[config.mk]
export PLATFORM = sky130hd
export DESIGN_NAME = caption_remote_inputs
export DESIGN_NICKNAME = d
export VERILOG_FILES = /design/src/remote_inputs_pkg.sv /design/src/caption_remote_inputs.sv
export SDC_FILE = /design/constraint.sdc
export NUM_CORES = 1
export LEC_CHECK = 0
export ABC_AREA = 1
export BUFFER_PORTS_ARGS = -buffer_cell sky130_fd_sc_hd__buf_2
export CORE_ASPECT_RATIO = 0.9
export CORE_MARGIN = 2
export CORE_UTILIZATION = 30
export DETAILED_ROUTE_END_ITERATION = 8
export PLACE_DENSITY = 0.46
export RECOVER_POWER = 25
export SLEW_MARGIN = 0
export SYNTH_ARGS = -nofsm -noshare
export SYNTH_HDL_FRONTEND = slang
export SYNTH_SLANG_ARGS = --single-unit
[constraint.sdc]
create_clock -name sys_clk -period 1.9 [get_ports sys_clk]
set_clock_uncertainty 0.1 [all_clocks]
set_input_delay 0.19 -clock sys_clk [delete_from_list [all_inputs] [get_ports sys_clk]]
set_output_delay 0.19 -clock sys_clk [all_outputs]
set_load 0.005 [all_outputs]
[src/remote_inputs_pkg.sv]
// Package of constants and carriers for the remote input block
package remote_inputs_pkg;

   // Input bit positions
   localparam int BIT_PORT_A_DIS = 0;
   localparam int BIT_KEYER_DIS  = 1;
   localparam int BIT_PORT_B_DIS = 2;
   localparam int BIT_SHIFT_UP   = 3;
   localparam int BIT_PORT_C_DIS = 4;
   localparam int BIT_UNUSED     = 6;
   localparam int BIT_BYPASS_EN  = 7;

   // Register offsets
   localparam logic [11:0] OFF_GPI_MON   = 12'h000;
   localparam logic [11:0] OFF_REV       = 12'h004;
   localparam logic [11:0] OFF_CTRL      = 12'h008;
   localparam logic [11:0] OFF_STATUS    = 12'h00C;
   localparam logic [11:0] OFF_STREAM_MD = 12'h010;
   localparam logic [11:0] OFF_STREAM_IN = 12'h014;
   localparam logic [11:0] OFF_ACTION    = 12'h018;

   // Control field positions and reset values
   localparam int CTRL_TEMP_MODE = 0;
   localparam logic [31:0] CTRL_RESET = 32'h0000_0000;
   localparam int ACT_ERASE_PKT  = 0;
   localparam int ACT_FACTORY    = 1;
   localparam int ACT_POWER_ON   = 2;

   // Debounce time and cycles at 20 MHz
   localparam int CLK_HZ       = 20_000_000;
   localparam int DEBOUNCE_US  = 2000;
   localparam int DEBOUNCE_CYC = DEBOUNCE_US * (CLK_HZ / 1_000_000);

   // Row shift limits
   localparam logic [3:0] ROW_SHIFT_LO = 4'hC;
   localparam logic [3:0] ROW_SHIFT_HI = 4'hF;
   localparam logic [3:0] ROW_SHIFT_BY = 4'hB;

   localparam int N_STREAMS = 9;

   // Per-stream processing modes
   typedef enum logic [2:0] {
      MODE_REGEN,
      MODE_BLOCK,
      MODE_DIRECT_WIRE,
      MODE_DIRECT_CTRL,
      MODE_REAL_TIME,
      MODE_ARTICLE
   } stream_mode_t;

   // Stream indicator codes shown on the monitor
   typedef enum logic [2:0] {
      IND_REGEN,
      IND_BLOCK,
      IND_PRESENT,
      IND_DIRECT,
      IND_REAL_TIME,
      IND_ARTICLE,
      IND_WIRE
   } indicator_t;

   // Store action pulses
   typedef struct packed {
      logic erase_packets;
      logic delete_articles;
      logic clear_queues;
      logic clear_port_buffers;
      logic load_defaults;
      logic reload_nv;
   } store_act_t;

   // Caption byte pair on the data path
   typedef struct packed {
      logic       valid;
      logic [6:0] b1;
      logic [6:0] b2;
   } cc_pair_t;

endpackage

[src/caption_remote_inputs.sv]
// Remote contact inputs, keyer, bypass, port disable, row shift, stream monitor
//
// Design decisions made here: the placing of the registers and the APB slave port.
`timescale 1ns/1ns

// Operation
// - Inputs read as one eight-bit byte
// - Fixed bit map of ports, keyer, shift, bypass
// - Master mode: keyer follows disable input level
// - Temporary mode: stay off until serial byte
// - Config switch picks mode, master by default
// - Bypass input low routes video to bypass
// - Port disable low resets and gates port
// - Shift low moves rows 12-15 to 1-4
// - Shift only touches position codes sent after
// - Monitor also reports three logic revisions
// - Packets kept nonvolatile, erased by command only
// - Local erase clears packets, keeps articles
// - Factory restore: defaults, buffers, queues, stores
// - Power-on reset reloads settings, clears queues
// - Status for nine streams C1-4 T1-4 E
// - Indicator shows presence or block
// - Regenerate re-encodes, direct wire copies
// - Direct or real-time uses serial data
// - Article state uses article queue
module caption_remote_inputs
   import remote_inputs_pkg::*;
#(
   parameter int                   DEBOUNCE_CYCLES = DEBOUNCE_CYC,
   parameter logic [7:0]           REV_A           = 8'h11,
   parameter logic [7:0]           REV_B           = 8'h22,
   parameter logic [7:0]           REV_C           = 8'h33
) (
   // Clock and reset
   input  wire logic               sys_clk,
   input  wire logic               rstn,
   // APB slave
   input  wire logic               psel,
   input  wire logic               penable,
   input  wire logic               pwrite,
   input  wire logic [11:0]        paddr,
   input  wire logic [31:0]        pwdata,
   output logic      [31:0]        prdata,
   output logic                    pready,
   output logic                    pslverr,
   // Contact closure inputs
   input  wire logic [7:0]         gpi_n,
   // Serial port activity
   input  wire logic [2:0]         port_byte_rx,
   output logic      [2:0]         port_reset,
   output logic      [2:0]         port_enable,
   // Keyer and bypass
   output logic                    keyer_on,
   output logic                    bypass_on,
   // Caption data path
   input  cc_pair_t                cc_in,
   output cc_pair_t                cc_out,
   // Stream sources
   input  wire logic [N_STREAMS-1:0] upstream_present,
   output logic      [N_STREAMS-1:0] src_regen,
   output logic      [N_STREAMS-1:0] src_wire,
   output logic      [N_STREAMS-1:0] src_serial,
   output logic      [N_STREAMS-1:0] src_article,
   // Packet store actions
   output store_act_t              store_act
);

   logic [7:0]            sync1;
   logic [7:0]            sync2;
   logic [7:0]            gpi;
   logic [7:0]            gpi_prev;
   logic [7:0][15:0]      bounce_cnt;
   logic                  temp_mode;
   logic                  keyer_hold;
   logic                  shift_on;
   logic [3*N_STREAMS-1:0] stream_mode;
   logic [N_STREAMS-1:0]  stream_mask;
   logic                  apb_wr;
   logic                  apb_rd;
   logic [31:0]           next_rdata;
   logic [2:0]            act_pulse;
   logic [3:0]            shift_code;

   // SCREEN_POSITION_CODE first byte 0x10-0x17 with second byte 0x40-0x7F
   function automatic logic is_pac(input logic [6:0] b1, input logic [6:0] b2);
      return (b1[6:3] == 4'h2) && b2[6];
   endfunction

   // Row number from SCREEN_POSITION_CODE bytes, 1..15
   function automatic logic [3:0] pac_row(input logic [6:0] b1, input logic [6:0] b2);
      logic [3:0] row;
      row = 4'h0;
      case ({b1[2:0], b2[5]})
         4'h2:    row = 4'h1;
         4'h3:    row = 4'h2;
         4'h4:    row = 4'h3;
         4'h5:    row = 4'h4;
         4'hA:    row = 4'h5;
         4'hB:    row = 4'h6;
         4'hC:    row = 4'h7;
         4'hD:    row = 4'h8;
         4'hE:    row = 4'h9;
         4'hF:    row = 4'hA;
         4'h0:    row = 4'hB;
         4'h6:    row = 4'hC;
         4'h7:    row = 4'hD;
         4'h8:    row = 4'hE;
         4'h9:    row = 4'hF;
         default: row = 4'h0;
      endcase
      return row;
   endfunction

   // Rebuild SCREEN_POSITION_CODE first byte and row bit for rows 1..4
   function automatic logic [3:0] pac_code(input logic [3:0] row);
      logic [3:0] code;
      code = 4'h2;
      case (row)
         4'h1:    code = 4'h2;
         4'h2:    code = 4'h3;
         4'h3:    code = 4'h4;
         default: code = 4'h5;
      endcase
      return code;
   endfunction

   // Stream mode field of one stream
   function automatic stream_mode_t mode_of(input logic [3*N_STREAMS-1:0] m, input int i);
      return stream_mode_t'(m[3*i +: 3]);
   endfunction

   // Input synchroniser, two flops
   // two-flop sync
   always_ff @(posedge sys_clk or negedge rstn) begin
      if (!rstn) begin
         sync1 <= 8'hFF;
         sync2 <= 8'hFF;
      end else begin
         sync1 <= gpi_n;
         sync2 <= sync1;
      end
   end

   // Debounce: level must stand a full window before it is taken
   // debounce per input
   always_ff @(posedge sys_clk or negedge rstn) begin
      if (!rstn) begin
         gpi        <= 8'hFF;
         bounce_cnt <= '0;
      end else begin
         for (int i = 0; i < 8; i++) begin
            if (sync2[i] == gpi[i]) begin
               bounce_cnt[i] <= 16'h0000;
            end else if (bounce_cnt[i] >= 16'(DEBOUNCE_CYCLES - 1)) begin
               gpi[i]        <= sync2[i];
               bounce_cnt[i] <= 16'h0000;
            end else begin
               bounce_cnt[i] <= bounce_cnt[i] + 16'h0001;
            end
         end
      end
   end

   always_ff @(posedge sys_clk or negedge rstn) begin
      if (!rstn) begin
         gpi_prev <= 8'hFF;
      end else begin
         gpi_prev <= gpi;
      end
   end

   // Port disable: one reset pulse on falling edge, gate while low
   // port reset gating
   always_comb begin
      port_reset[0]  = gpi_prev[BIT_PORT_A_DIS] & ~gpi[BIT_PORT_A_DIS];
      port_reset[1]  = gpi_prev[BIT_PORT_B_DIS] & ~gpi[BIT_PORT_B_DIS];
      port_reset[2]  = gpi_prev[BIT_PORT_C_DIS] & ~gpi[BIT_PORT_C_DIS];
      port_enable[0] = gpi[BIT_PORT_A_DIS];
      port_enable[1] = gpi[BIT_PORT_B_DIS];
      port_enable[2] = gpi[BIT_PORT_C_DIS];
   end

   // Temporary mode hold; a byte on a gated port does not count
   // temporary keyer hold
   always_ff @(posedge sys_clk or negedge rstn) begin
      if (!rstn) begin
         keyer_hold <= 1'b0;
      end else if (!gpi[BIT_KEYER_DIS]) begin
         keyer_hold <= 1'b1;
      end else if (|(port_byte_rx & port_enable)) begin
         keyer_hold <= 1'b0;
      end
   end

   always_comb begin
      if (temp_mode) begin
         keyer_on = gpi[BIT_KEYER_DIS] & ~keyer_hold;
      end else begin
         keyer_on = gpi[BIT_KEYER_DIS];
      end
   end

   assign bypass_on = ~gpi[BIT_BYPASS_EN];

   // Target code for a row moved up by the shift
   // shifted row code
   always_comb begin
      shift_code = pac_code(pac_row(cc_in.b1, cc_in.b2) - ROW_SHIFT_BY);
   end

   // Row shift, applied only to codes that follow the shift
   // SCREEN_POSITION_CODE row shift
   always_ff @(posedge sys_clk or negedge rstn) begin
      if (!rstn) begin
         cc_out   <= '0;
         shift_on <= 1'b0;
      end else begin
         shift_on <= ~gpi[BIT_SHIFT_UP];
         cc_out   <= cc_in;
         if (cc_in.valid && shift_on && is_pac(cc_in.b1, cc_in.b2) &&
             pac_row(cc_in.b1, cc_in.b2) >= ROW_SHIFT_LO &&
             pac_row(cc_in.b1, cc_in.b2) <= ROW_SHIFT_HI) begin
            cc_out.b1[2:0] <= shift_code[3:1];
            cc_out.b2[5]   <= shift_code[0];
         end
      end
   end

   // Stream source selection
   // source select
   always_comb begin
      for (int i = 0; i < N_STREAMS; i++) begin
         src_regen[i]   = mode_of(stream_mode, i) == MODE_REGEN;
         src_wire[i]    = mode_of(stream_mode, i) == MODE_DIRECT_WIRE;
         src_serial[i]  = mode_of(stream_mode, i) == MODE_DIRECT_CTRL ||
                          mode_of(stream_mode, i) == MODE_REAL_TIME;
         src_article[i] = mode_of(stream_mode, i) == MODE_ARTICLE;
      end
   end

   // APB decode; single-cycle answer
   assign pready  = 1'b1;
   assign apb_wr  = psel & penable & pwrite;
   assign apb_rd  = psel & ~pwrite;
   assign pslverr = 1'b0;

   always_ff @(posedge sys_clk or negedge rstn) begin
      if (!rstn) begin
         temp_mode   <= CTRL_RESET[CTRL_TEMP_MODE];
         stream_mode <= '0;
         stream_mask <= '0;
         act_pulse   <= 3'b000;
      end else begin
         act_pulse <= 3'b000;
         if (apb_wr && paddr == OFF_CTRL) begin
            temp_mode <= pwdata[CTRL_TEMP_MODE];
         end else if (apb_wr && paddr == OFF_STREAM_MD) begin
            stream_mode <= pwdata[3*N_STREAMS-1:0];
         end else if (apb_wr && paddr == OFF_ACTION) begin
            act_pulse <= pwdata[2:0];
         end
         // Factory restore and power-on reset reload temp_mode from CTRL_RESET
         if (act_pulse[ACT_FACTORY] || act_pulse[ACT_POWER_ON]) begin
            temp_mode <= CTRL_RESET[CTRL_TEMP_MODE];
         end
         stream_mask <= upstream_present;
      end
   end

   // Store actions from one write to the action register
   // store actions
   always_comb begin
      store_act.erase_packets      = act_pulse[ACT_ERASE_PKT] | act_pulse[ACT_FACTORY];
      store_act.delete_articles    = act_pulse[ACT_FACTORY];
      store_act.clear_queues       = act_pulse[ACT_FACTORY] | act_pulse[ACT_POWER_ON];
      store_act.clear_port_buffers = act_pulse[ACT_FACTORY];
      store_act.load_defaults      = act_pulse[ACT_FACTORY];
      store_act.reload_nv          = act_pulse[ACT_POWER_ON];
   end

   // Read mux; indicator: present beats mode code, block beats both
   // readback
   always_comb begin
      next_rdata = 32'h0000_0000;
      if (paddr == OFF_GPI_MON) begin
         // Debounced level, so a chattering contact reads steady
         next_rdata = {24'h000000, gpi};
      end else if (paddr == OFF_REV) begin
         next_rdata = {8'h00, REV_A, REV_B, REV_C};
      end else if (paddr == OFF_CTRL) begin
         next_rdata = {31'h0, temp_mode};
      end else if (paddr == OFF_STATUS) begin
         next_rdata = {27'h0, keyer_hold, bypass_on, keyer_on, shift_on, 1'b0};
      end else if (paddr == OFF_STREAM_MD) begin
         next_rdata = {5'h00, stream_mode};
      end else if (paddr == OFF_STREAM_IN) begin
         for (int i = 0; i < N_STREAMS; i++) begin
            if (mode_of(stream_mode, i) == MODE_BLOCK) begin
               next_rdata[3*i +: 3] = IND_BLOCK;
            end else if (stream_mask[i]) begin
               next_rdata[3*i +: 3] = IND_PRESENT;
            end else begin
               case (mode_of(stream_mode, i))
                  MODE_DIRECT_CTRL: next_rdata[3*i +: 3] = IND_DIRECT;
                  MODE_REAL_TIME:   next_rdata[3*i +: 3] = IND_REAL_TIME;
                  MODE_ARTICLE:     next_rdata[3*i +: 3] = IND_ARTICLE;
                  MODE_DIRECT_WIRE: next_rdata[3*i +: 3] = IND_WIRE;
                  default:          next_rdata[3*i +: 3] = IND_REGEN;
               endcase
            end
         end
      end
   end

   always_ff @(posedge sys_clk or negedge rstn) begin
      if (!rstn) begin
         prdata <= 32'h0000_0000;
      end else if (apb_rd && !penable) begin
         prdata <= next_rdata;
      end
   end

   // Assertions
   a_bypass_level: assert property (@(posedge sys_clk) disable iff (!rstn)
      bypass_on == !gpi[BIT_BYPASS_EN]) else $error("bypass not tracking input");
   a_master_keyer: assert property (@(posedge sys_clk) disable iff (!rstn)
      !temp_mode |-> keyer_on == gpi[BIT_KEYER_DIS]) else $error("master keyer wrong");
   a_temp_hold: assert property (@(posedge sys_clk) disable iff (!rstn)
      temp_mode && !gpi[BIT_KEYER_DIS] ##1 gpi[BIT_KEYER_DIS] && !(|port_byte_rx)
      |-> !keyer_on) else $error("temporary keyer released early");
   a_port_reset_once: assert property (@(posedge sys_clk) disable iff (!rstn)
      port_reset[0] |=> !port_reset[0] && !port_enable[0]) else $error("port reset repeat");
   a_port_gate: assert property (@(posedge sys_clk) disable iff (!rstn)
      $fell(gpi[BIT_PORT_B_DIS]) |-> port_reset[1] && !port_enable[1])
      else $error("port B not reset");
   a_erase_keeps: assert property (@(posedge sys_clk) disable iff (!rstn)
      act_pulse == 3'b001 |-> store_act.erase_packets && !store_act.delete_articles)
      else $error("erase touched articles");
   a_factory_all: assert property (@(posedge sys_clk) disable iff (!rstn)
      act_pulse[ACT_FACTORY] |-> store_act.load_defaults && store_act.clear_queues &&
      store_act.clear_port_buffers && store_act.erase_packets) else $error("factory partial");
   a_power_keeps: assert property (@(posedge sys_clk) disable iff (!rstn)
      act_pulse == 3'b100 |-> store_act.clear_queues && !store_act.erase_packets)
      else $error("power-on erased store");
   a_debounce_hold: assert property (@(posedge sys_clk) disable iff (!rstn)
      $changed(gpi[0]) |-> $past(sync2[0]) == gpi[0]) else $error("debounce took bounce");

   a_debounce_window: assert property (@(posedge sys_clk) disable iff (!rstn)
      $changed(gpi[1]) |-> $past(bounce_cnt[1]) >= 16'(DEBOUNCE_CYCLES - 1))
      else $error("keyer input taken before window");

   a_shift_row_up: assert property (@(posedge sys_clk) disable iff (!rstn)
      cc_in.valid && shift_on && cc_in.b1 == 7'h13 && cc_in.b2[6:5] == 2'b10
      |=> cc_out.b1 == 7'h11 && !cc_out.b2[5]) else $error("row 12 not moved to row 1");

   a_shift_off_pass: assert property (@(posedge sys_clk) disable iff (!rstn)
      !shift_on |=> cc_out == $past(cc_in)) else $error("caption altered without shift");

   a_keyer_hold_set: assert property (@(posedge sys_clk) disable iff (!rstn)
      !gpi[BIT_KEYER_DIS] |=> keyer_hold) else $error("keyer hold not set");

   a_block_no_src: assert property (@(posedge sys_clk) disable iff (!rstn)
      mode_of(stream_mode, 0) == MODE_BLOCK |-> !src_regen[0] && !src_wire[0] &&
      !src_serial[0] && !src_article[0]) else $error("blocked stream still sourced");

endmodule

==> results of run 1 <==
-- cells in the final DEF, fill, tap and decap left out, types with 6 or more instances in the layout --
cell,Yosys,final
inv_1,150,146
o211ai_1,6,6
dfrtp_2,0,7
clkbuf_16,0,29
xor2_1,77,77
clkbuf_1,8,23
dfstp_2,27,25
a41oi_1,8,8
dfrtp_1,212,205
nand3_1,137,137
nor2_2,6,11
nand4_1,30,30
conb_1,2,7
inv_2,6,9
xnor2_1,14,14
dlygate4sd3_1,0,68
nand2_1,355,353
nor2_1,242,237
o21ai_1,9,12
clkinv_2,1,6
a21oi_1,25,24
o21a_1,8,8
o21ai_0,50,45
ha_1,11,11
nor3_1,72,69
buf_4,20,48
clkbuf_8,0,7
buf_2,13,151
-- repair_timing --
item / in CTS / in global routing
endpoints found under the setup margin: 11 / 16
endpoints found under the hold margin: 288 / 0
hold buffers: 68 / 0
resized for setup: 15 / 20
pin swaps: 0 / 2
setup buffers: 1 / 6
-- cells by family (layout without fill, tap and decap cells) --
| logic type | after synthesis | after routing |
|---|---|---|
| buf+inv | 202 | 499 |
| xor+xnor | 91 | 91 |
| simple gates | 866 | 866 |
| mux | 1 | 1 |
| compound gates | 113 | 113 |
| other cells | 2 | 7 |
| fa+ha+maj | 11 | 11 |
| flops | 239 | 239 |
-- routing by layer --
layer | wire (µm) | vias to the layer above | part of all wire, % | GRT usage, %
li1 | - | 5454 | - | -
met3 | 1520 | 52 | 4.4 | 2.975
met2 | 15070 | 190 | 44 | 24.92
met4 | 773 | 2 | 2.3 | 3.729
met5 | 13 | - | 0.038 | 0
met1 | 16800 | 5001 | 49 | 23.35
-- worst min-delay path, delay by kind of cell --
kind	cells	cell delay, ps
AOI/OAI and AO/OA	1	70
buffers and inverters	1	110
and+or+nand+nor	4	280
-- power breakdown --
part / leakage (nW) / total [mW] / switching, mW / internal (mW)
logic: 3.73 / 0.665 / 0.379 / 0.285
registers: 3.14 / 5.26 / 0.0592 / 5.20
clock network: 0.505 / 5.93 / 2.19 / 3.74
-- per-stage QoR --
| step | worst slack, ps | utilization, % | power [mW] |
|---|---|---|---|
| global placement | 119.9 | 34.40 | 5.928 |
| global route | -62.59 | 38.83 | 12.36 |
| finish | 36.62 | 38.83 | 11.85 |
| floorplan | 315.8 | - | 5.574 |
| CTS | -3.344 | 38.74 | 12.06 |
| detailed placement | 105.8 | 34.40 | 5.935 |
-- cell type report --
type                       count  area, µm²  share of cell area [%]
multi-input combinational   1089       5416                   34.55
clock inverter                11      182.7                   1.165
inverter                     157      593.1                   3.783
timing repair buffer         289       1943                   12.39
tap                          540      675.6                   4.309
clock buffer                  42      844.6                   5.387
sequential                   239       6023                   38.42
-- worst paths after layout --
check | cells past startpoint | startpoint | endpoint
hold / removal | 6 | paddr[0] | temp_mode
setup reg to reg | 6 | bounce_cnt[64] | bounce_cnt[68]
min in group asynchronous | 3 | rstn | bounce_cnt[114]
setup / recovery | 4 | stream_mode[2] | src_wire[0]
hold reg to reg | 0 | sync1[2] | sync2[2]
max in group asynchronous | 4 | rstn | stream_mode[8]
-- Yosys cell counts, drive strengths merged, types with 2 or more instances --
master  count
xor2       77
ha         11
or2         3
nor3b       3
buf        37
dfrtp     212
nand3     141
a21o        3
o21ai      59
o211ai      6
o21a        8
nor2      252
a21oi      25
clkbuf      8
nand2     359
a41oi       8
inv       156
conb        2
xnor2      14
dfstp      27
nand4      30
nor3       74
o22ai       2
-- sequential cells by signal (all words and copies together) (netlist names) --
| name | count |
|---|---|
| act_pulse | 3 |
| bounce_cnt | 128 |
| cc_out | 15 |
| gpi | 8 |
| gpi_prev | 3 |
| keyer_hold | 1 |
| prdata | 27 |
| shift_on | 1 |
| stream_mask | 9 |
| stream_mode | 27 |
| sync1 | 8 |
| sync2 | 8 |
| temp_mode | 1 |
==> summary.txt, run 1 <==
Critical path
  • Cell mode on critical path: inv_1
  • Worst-path cell chain: inv_1 > nand3_1 > inv_1 > buf_2
  • Register-to-register setup slack: 180 ps
  • Worst Setup End Kind: output port
  • CP peak stage delay: 470 ps
  • CP Buf/Inv Count: 3
  • CP Launch Type: flop
  • Largest fanout on the critical path: 7
  • Critical Path RT: 1610 ps
  • WS Path Type: reg -> out
  • Worst Path Arrival: 1570 ps
  • Slowest-stage cell, CP: dfrtp_2
  • Top Family by Delay on Critical Path: flip-flops

Detailed routing
  • Iter 0 DRT Violations: 706
  • DRT Wirelength: 34.18 mm
  • Remaining DRCs: 0
  • Via density: 4.520
  • Routed Antenna Nets: 0
  • Drt first pass iters: 5
  • DR WL/cell: 14.44 µm
  • Vias: 10,699

Synth
  • Adder-Cell Fraction of Synth Area: 1.126%
  • Cells after Synth: 1,525
  • Synth Flop Type: dfrtp_1
  • Asr flop ratio synth: 100.0%
  • Yosys top cell by area: dfrtp_1
  • Synthesized area per cell: 8.018 µm²
  • Post-Synth XOR/XNOR Area: 6.519%
  • Ys Warns: 0
  • Unique masters post-synth: 43
  • Main area contributors after synthesis: dfrtp_1 (43%), nand2_1 (11%), nor2_1 (7.4%), dfstp_2 (5.8%), nand3_1 (5.6%)
  • Mux contribution to synthesized area: 0.09210%
  • Post-synth EDFFs: 0
  • Post-synth top area share: 43.39%
  • Largest family of logic cells by synthesized area: simple AND/OR/NAND/NOR gates
  • Synth Area in Compound Gates: 5.280%
  • Netlist Area Pre-Place: 12,230 µm²
  • Post-synthesis sequential area ratio: 49.19%
  • Flops & latches, synth: 239
  • Simple-Gate Fraction of Synth Area: 30.53%

Cells and area
  • Nets: 1,900
  • Cell area after layout: 15,680 µm²
  • # fillers: 4,166
  • Fraction of layout instances using a drive strength above 1: 18.12%
  • # diodes: 0
  • Non-filler instance count after layout: 2,367
  • Layout area overhead: 28.23%

Placement
  • Post-DP HPWL: 25.66 mm
  • IO buf count: 170
  • Gpl congestion: 0.8533
  • Dpl cell area: 13,890 µm²
  • Placed cells: 2,239

Die
  • Die height: 195.5 µm
  • Starting Density: 30.28%
  • Die area: 42,390 µm²
  • Site row count: 70
  • Area of the core: 40,380 µm²
  • Die width: 216.8 µm
  • Ports: 183

Clocking
  • Clock transition at path regs: 60 ps
  • Root Buffer: clkbuf_16
  • Clock latency on the worst-skew pair: 560 ps
  • CTS max path bufs: 3
  • Cts bufs inserted: 29
  • CTS HTree Levels: 1
  • CTS sink cnt: 239
  • CTS tree: built

STA
  • Final Hold Viols: 0
  • Min Tclk post-route: 1863 ps
  • Rel. slew slack: 55.82%
  • Worst-Margin Slew: 662.7 ps
  • Max-slew violation count: 0
  • Unrepaired setup endpoints after global routing: true
  • Final setup viols: 0
  • F_max: 536.7 MHz
  • Total Neg Setup Slack: 0 ps
  • WHS: 35.21 ps
  • Fin crit share: 98.07%

GRT
  • Vias in the first global route: 10,287
  • Initial antenna violation count: 1
  • Overflow after GRT: 0
  • Pin count of the biggest net entering global routing: 62
  • Total track usage: 16.13%
  • First-pass GRT wire length: 54.84 mm

Pwr
  • Leakage: 7.377 nW
  • Pwr per Cell Area: 756.0 nW/µm²
  • IR drop worst, VDD: 0.5866 mV

Flow run
  • MaxCap Viol Count: 0

Run status
  • Status: completed

Min path
  • HP Class: in -> reg
(Power assumes the default switching activity.)
==> run 2: changes to the inputs <==
Settings changed: CTS_BUF_LIST set to sky130_fd_sc_hd__clkbuf_8 sky130_fd_sc_hd__clkbuf_16.
==> run 2 against run 1 <==
Against the previous run: combinational power hardly changed; clock-buffer cell count is 6 lower; via count hardly changed; clock power is 0.7% lower; non-clock buffer count stayed put; first-iteration DRC count is 5.2% lower; cell area stayed put; setup slack better by 8.5 ps; critical endpoint unchanged; largest cell class unchanged.
==> summary.txt, run 2 (synthesized netlist as in run 1, its figures left out) <==
Run status
  • Status: completed (unchanged)

Cells and area
  • # diodes: 0 (unchanged)
  • Biggest register: bounce_cnt (unchanged)
  • Max reg flops: 128 (unchanged)
  • Most frequent cells in the layout: nand2_1 (353), nor2_1 (237), dfrtp_1 (205) (unchanged)
  • Layout area overhead: 28.23% (unchanged)
  • # fillers: 4,166 (unchanged)
  • Cell area after layout: 15,680 µm² (unchanged)
  • Nets: 1,900 (unchanged)
  • Fraction of layout instances using a drive strength above 1: 18.12% (unchanged)
  • Biggest registers after layout: bounce_cnt x128, prdata x27, stream_mode x27 (unchanged)
  • Footprint of the multi-input gates: 5416 µm² (unchanged)
  • Most common cell after layout, fill and taps aside: nand2_1 (unchanged)
  • Register area: 6023 µm² (unchanged)

STA
  • Final Hold Viols: 0 (unchanged)
  • Final setup viols: 0 (unchanged)
  • Min Tclk post-route: 1855 ps (was 1863 ps)
  • Max-slew violation count: 0 (unchanged)
  • Rel. slew slack: 55.87% (was 55.82%)
  • Unrepaired setup endpoints after global routing: true (unchanged)
  • WHS: 35.34 ps (was 35.21 ps)
  • Setup WS post-layout: 45.08 ps (was 36.62 ps)
  • Worst-Margin Slew: 662.0 ps (was 662.7 ps)
  • F_max: 539.1 MHz (was 536.7 MHz)
  • Fin crit share: 97.63% (was 98.07%)

GRT
  • Vias in the first global route: 10,287 (unchanged)
  • Pin count of the biggest net entering global routing: 62 (unchanged)
  • Overflow after GRT: 0 (unchanged)
  • Total track usage: 16.13% (unchanged)
  • Initial antenna violation count: 1 (unchanged)
  • First-pass GRT wire length: 54.83 mm (was 54.84 mm)

Detailed routing
  • Via density: 4.523 (was 4.520)
  • Vias: 10,707 (was 10,699)
  • Drt first pass iters: 5 (unchanged)
  • DRT Wirelength: 34.18 mm (about the same)
  • Remaining DRCs: 0 (unchanged)
  • Iter 0 DRT Violations: 669 (was 706)
  • Routed Antenna Nets: 0 (unchanged)
  • DR WL/cell: 14.44 µm (about the same)

Critical path
  • Worst Setup End Kind: output port (unchanged)
  • Critical R2R Capture: bounce_cnt[68] (unchanged)
  • Critical Path RT: 1610 ps (about the same)
  • Slowest-stage cell, CP: dfrtp_2 (unchanged)
  • Register-to-register setup slack: 180 ps (about the same)
  • CP startpoint: stream_mode[2] (unchanged)
  • R2R cell count: 6 (unchanged)
  • CP Buf/Inv Count: 3 (unchanged)
  • Worst-path cell chain: inv_1 > nand3_1 > inv_1 > buf_2 (unchanged)
  • Top Family by Delay on Critical Path: flip-flops (unchanged)
  • WS Path Type: reg -> out (unchanged)
  • Largest fanout on the critical path: 7 (unchanged)
  • CP peak stage delay: 460 ps (was 470 ps)
  • Worst r2r src: bounce_cnt[64] (unchanged)
  • Worst Path Arrival: 1560 ps (was 1570 ps)
  • Cell mode on critical path: inv_1 (unchanged)
  • CP Launch Type: flop (unchanged)

Clocking
  • Root Buffer: clkbuf_16 (unchanged)
  • CTS max path bufs: 3 (unchanged)
  • CTS tree: built (unchanged)
  • Cts bufs inserted: 29 (unchanged)
  • CTS sink cnt: 239 (unchanged)
  • Clock latency on the worst-skew pair: 560 ps (about the same)
  • CTS HTree Levels: 1 (unchanged)
  • Clock transition at path regs: 60 ps (about the same)

Min path
  • Hold EP: temp_mode (unchanged)
  • Worst hold path stage count: 6 (unchanged)
  • HP Class: in -> reg (unchanged)
  • Min-delay src: paddr[0] (unchanged)

Placement
  • Gpl congestion: 0.8533 (unchanged)
  • IO buf count: 170 (unchanged)
  • Post-DP HPWL: 25.66 mm (unchanged)
  • Dpl ws: 105.8 ps (unchanged)
  • Dpl cell area: 13,890 µm² (unchanged)

Die
  • Site row count: 70 (unchanged)
  • Die area: 42,390 µm² (unchanged)
  • Starting Density: 30.28% (unchanged)
  • Ports: 183 (unchanged)
  • Die width: 216.8 µm (unchanged)
  • Area of the core: 40,380 µm² (unchanged)
  • Die height: 195.5 µm (unchanged)

Pwr
  • Sequential Power Share: 44.5% (was 44.4%)
  • Psw: 2.628 mW (was 2.629 mW)
  • Clk pwr share: 49.9% (was 50.0%)
  • Switch share: 22.23% (was 22.18%)
  • Pwr per Cell Area: 753.9 nW/µm² (was 756.0 nW/µm²)
  • Power Internal: 9.192 mW (was 9.225 mW)
  • Comb power frac: 5.6% (about the same)
  • IR drop worst, VDD: 0.5873 mV (was 0.5866 mV)
  • Leakage: 7.402 nW (was 7.377 nW)

Flow run
  • MaxCap Viol Count: 0 (unchanged)
## run 2: cell types whose count changed in the layout (fill, tap and decap cells not counted)
cell and change:
inv_1 +6, clkbuf_1 -6
## run 2: final cells by class
class	count	share of cell area, %
sequential	239	38.42
multi-input combinational	1089	34.55
timing repair buffer	289	12.39
clock buffer	36	5.243
tap	540	4.309
inverter	157	3.783
clock inverter	17	1.309
## run 2: worst reg2reg max path: stages (launching register included)
cell and delay, ps:
dfrtp_1 390, ha_1 230, nand3_1 130, o21ai_0 100, nand4_1 130, nand3_2 310
nor3_1 230
## run 2: worst max path at each step
| stage | end | slack (ps) | cells after the start |
|---|---|---|---|
| after floorplan | bounce_cnt[109] | 320 | 7 |
| after global placement | stream_mode[14] | 120 | 9 |
| after detailed placement | stream_mode[6] | 110 | 9 |
| after CTS | src_serial[1] | -3 | 4 |
| after global routing | src_serial[2] | -60 | 5 |
| final | src_wire[0] | 50 | 4 |
## run 2: routing by layer
| metal | GRT usage [%] | share of wire (%) | up-vias |
|---|---|---|---|
| met2 | 24.92 | 44 | 204 |
| met1 | 23.35 | 49 | 4998 |
| li1 | - | - | 5453 |
| met4 | 3.729 | 2.2 | 2 |
| met5 | 0 | 0.038 | - |
| met3 | 2.975 | 4.8 | 50 |
## run 2: timing repair
action | in CTS | in global routing
setup endpoints to repair | 11 | 16
endpoints found under the hold margin | 288 | 0
buffers inserted | 1 | 6
resized for setup | 15 | 20
pin swaps | 0 | 2
hold buffers | 68 | 0
## run 2: power by group through the flow
stage                     sequential (mW)  clock (mW)  combinational, mW
after global placement               5.35           0              0.581
after CTS                            5.26        6.07              0.698
after detailed placement             5.35           0              0.584
final                                5.26        5.89              0.664
after floorplan                      5.34           0              0.235
after global routing                 5.27        6.31              0.754
## run 2: per-stage QoR
step,instances,util [%],TNS [ps],total power [mW]
2_1_floorplan,1530,-,0,5.574
3_3_place_gp,2239,34.40,0,5.928
3_5_place_dp,2239,34.40,0,5.935
4_1_cts,2361,38.74,-3.452,12.03
5_1_grt,2367,38.83,-124.1,12.33
6_report,2367,38.83,0,11.82
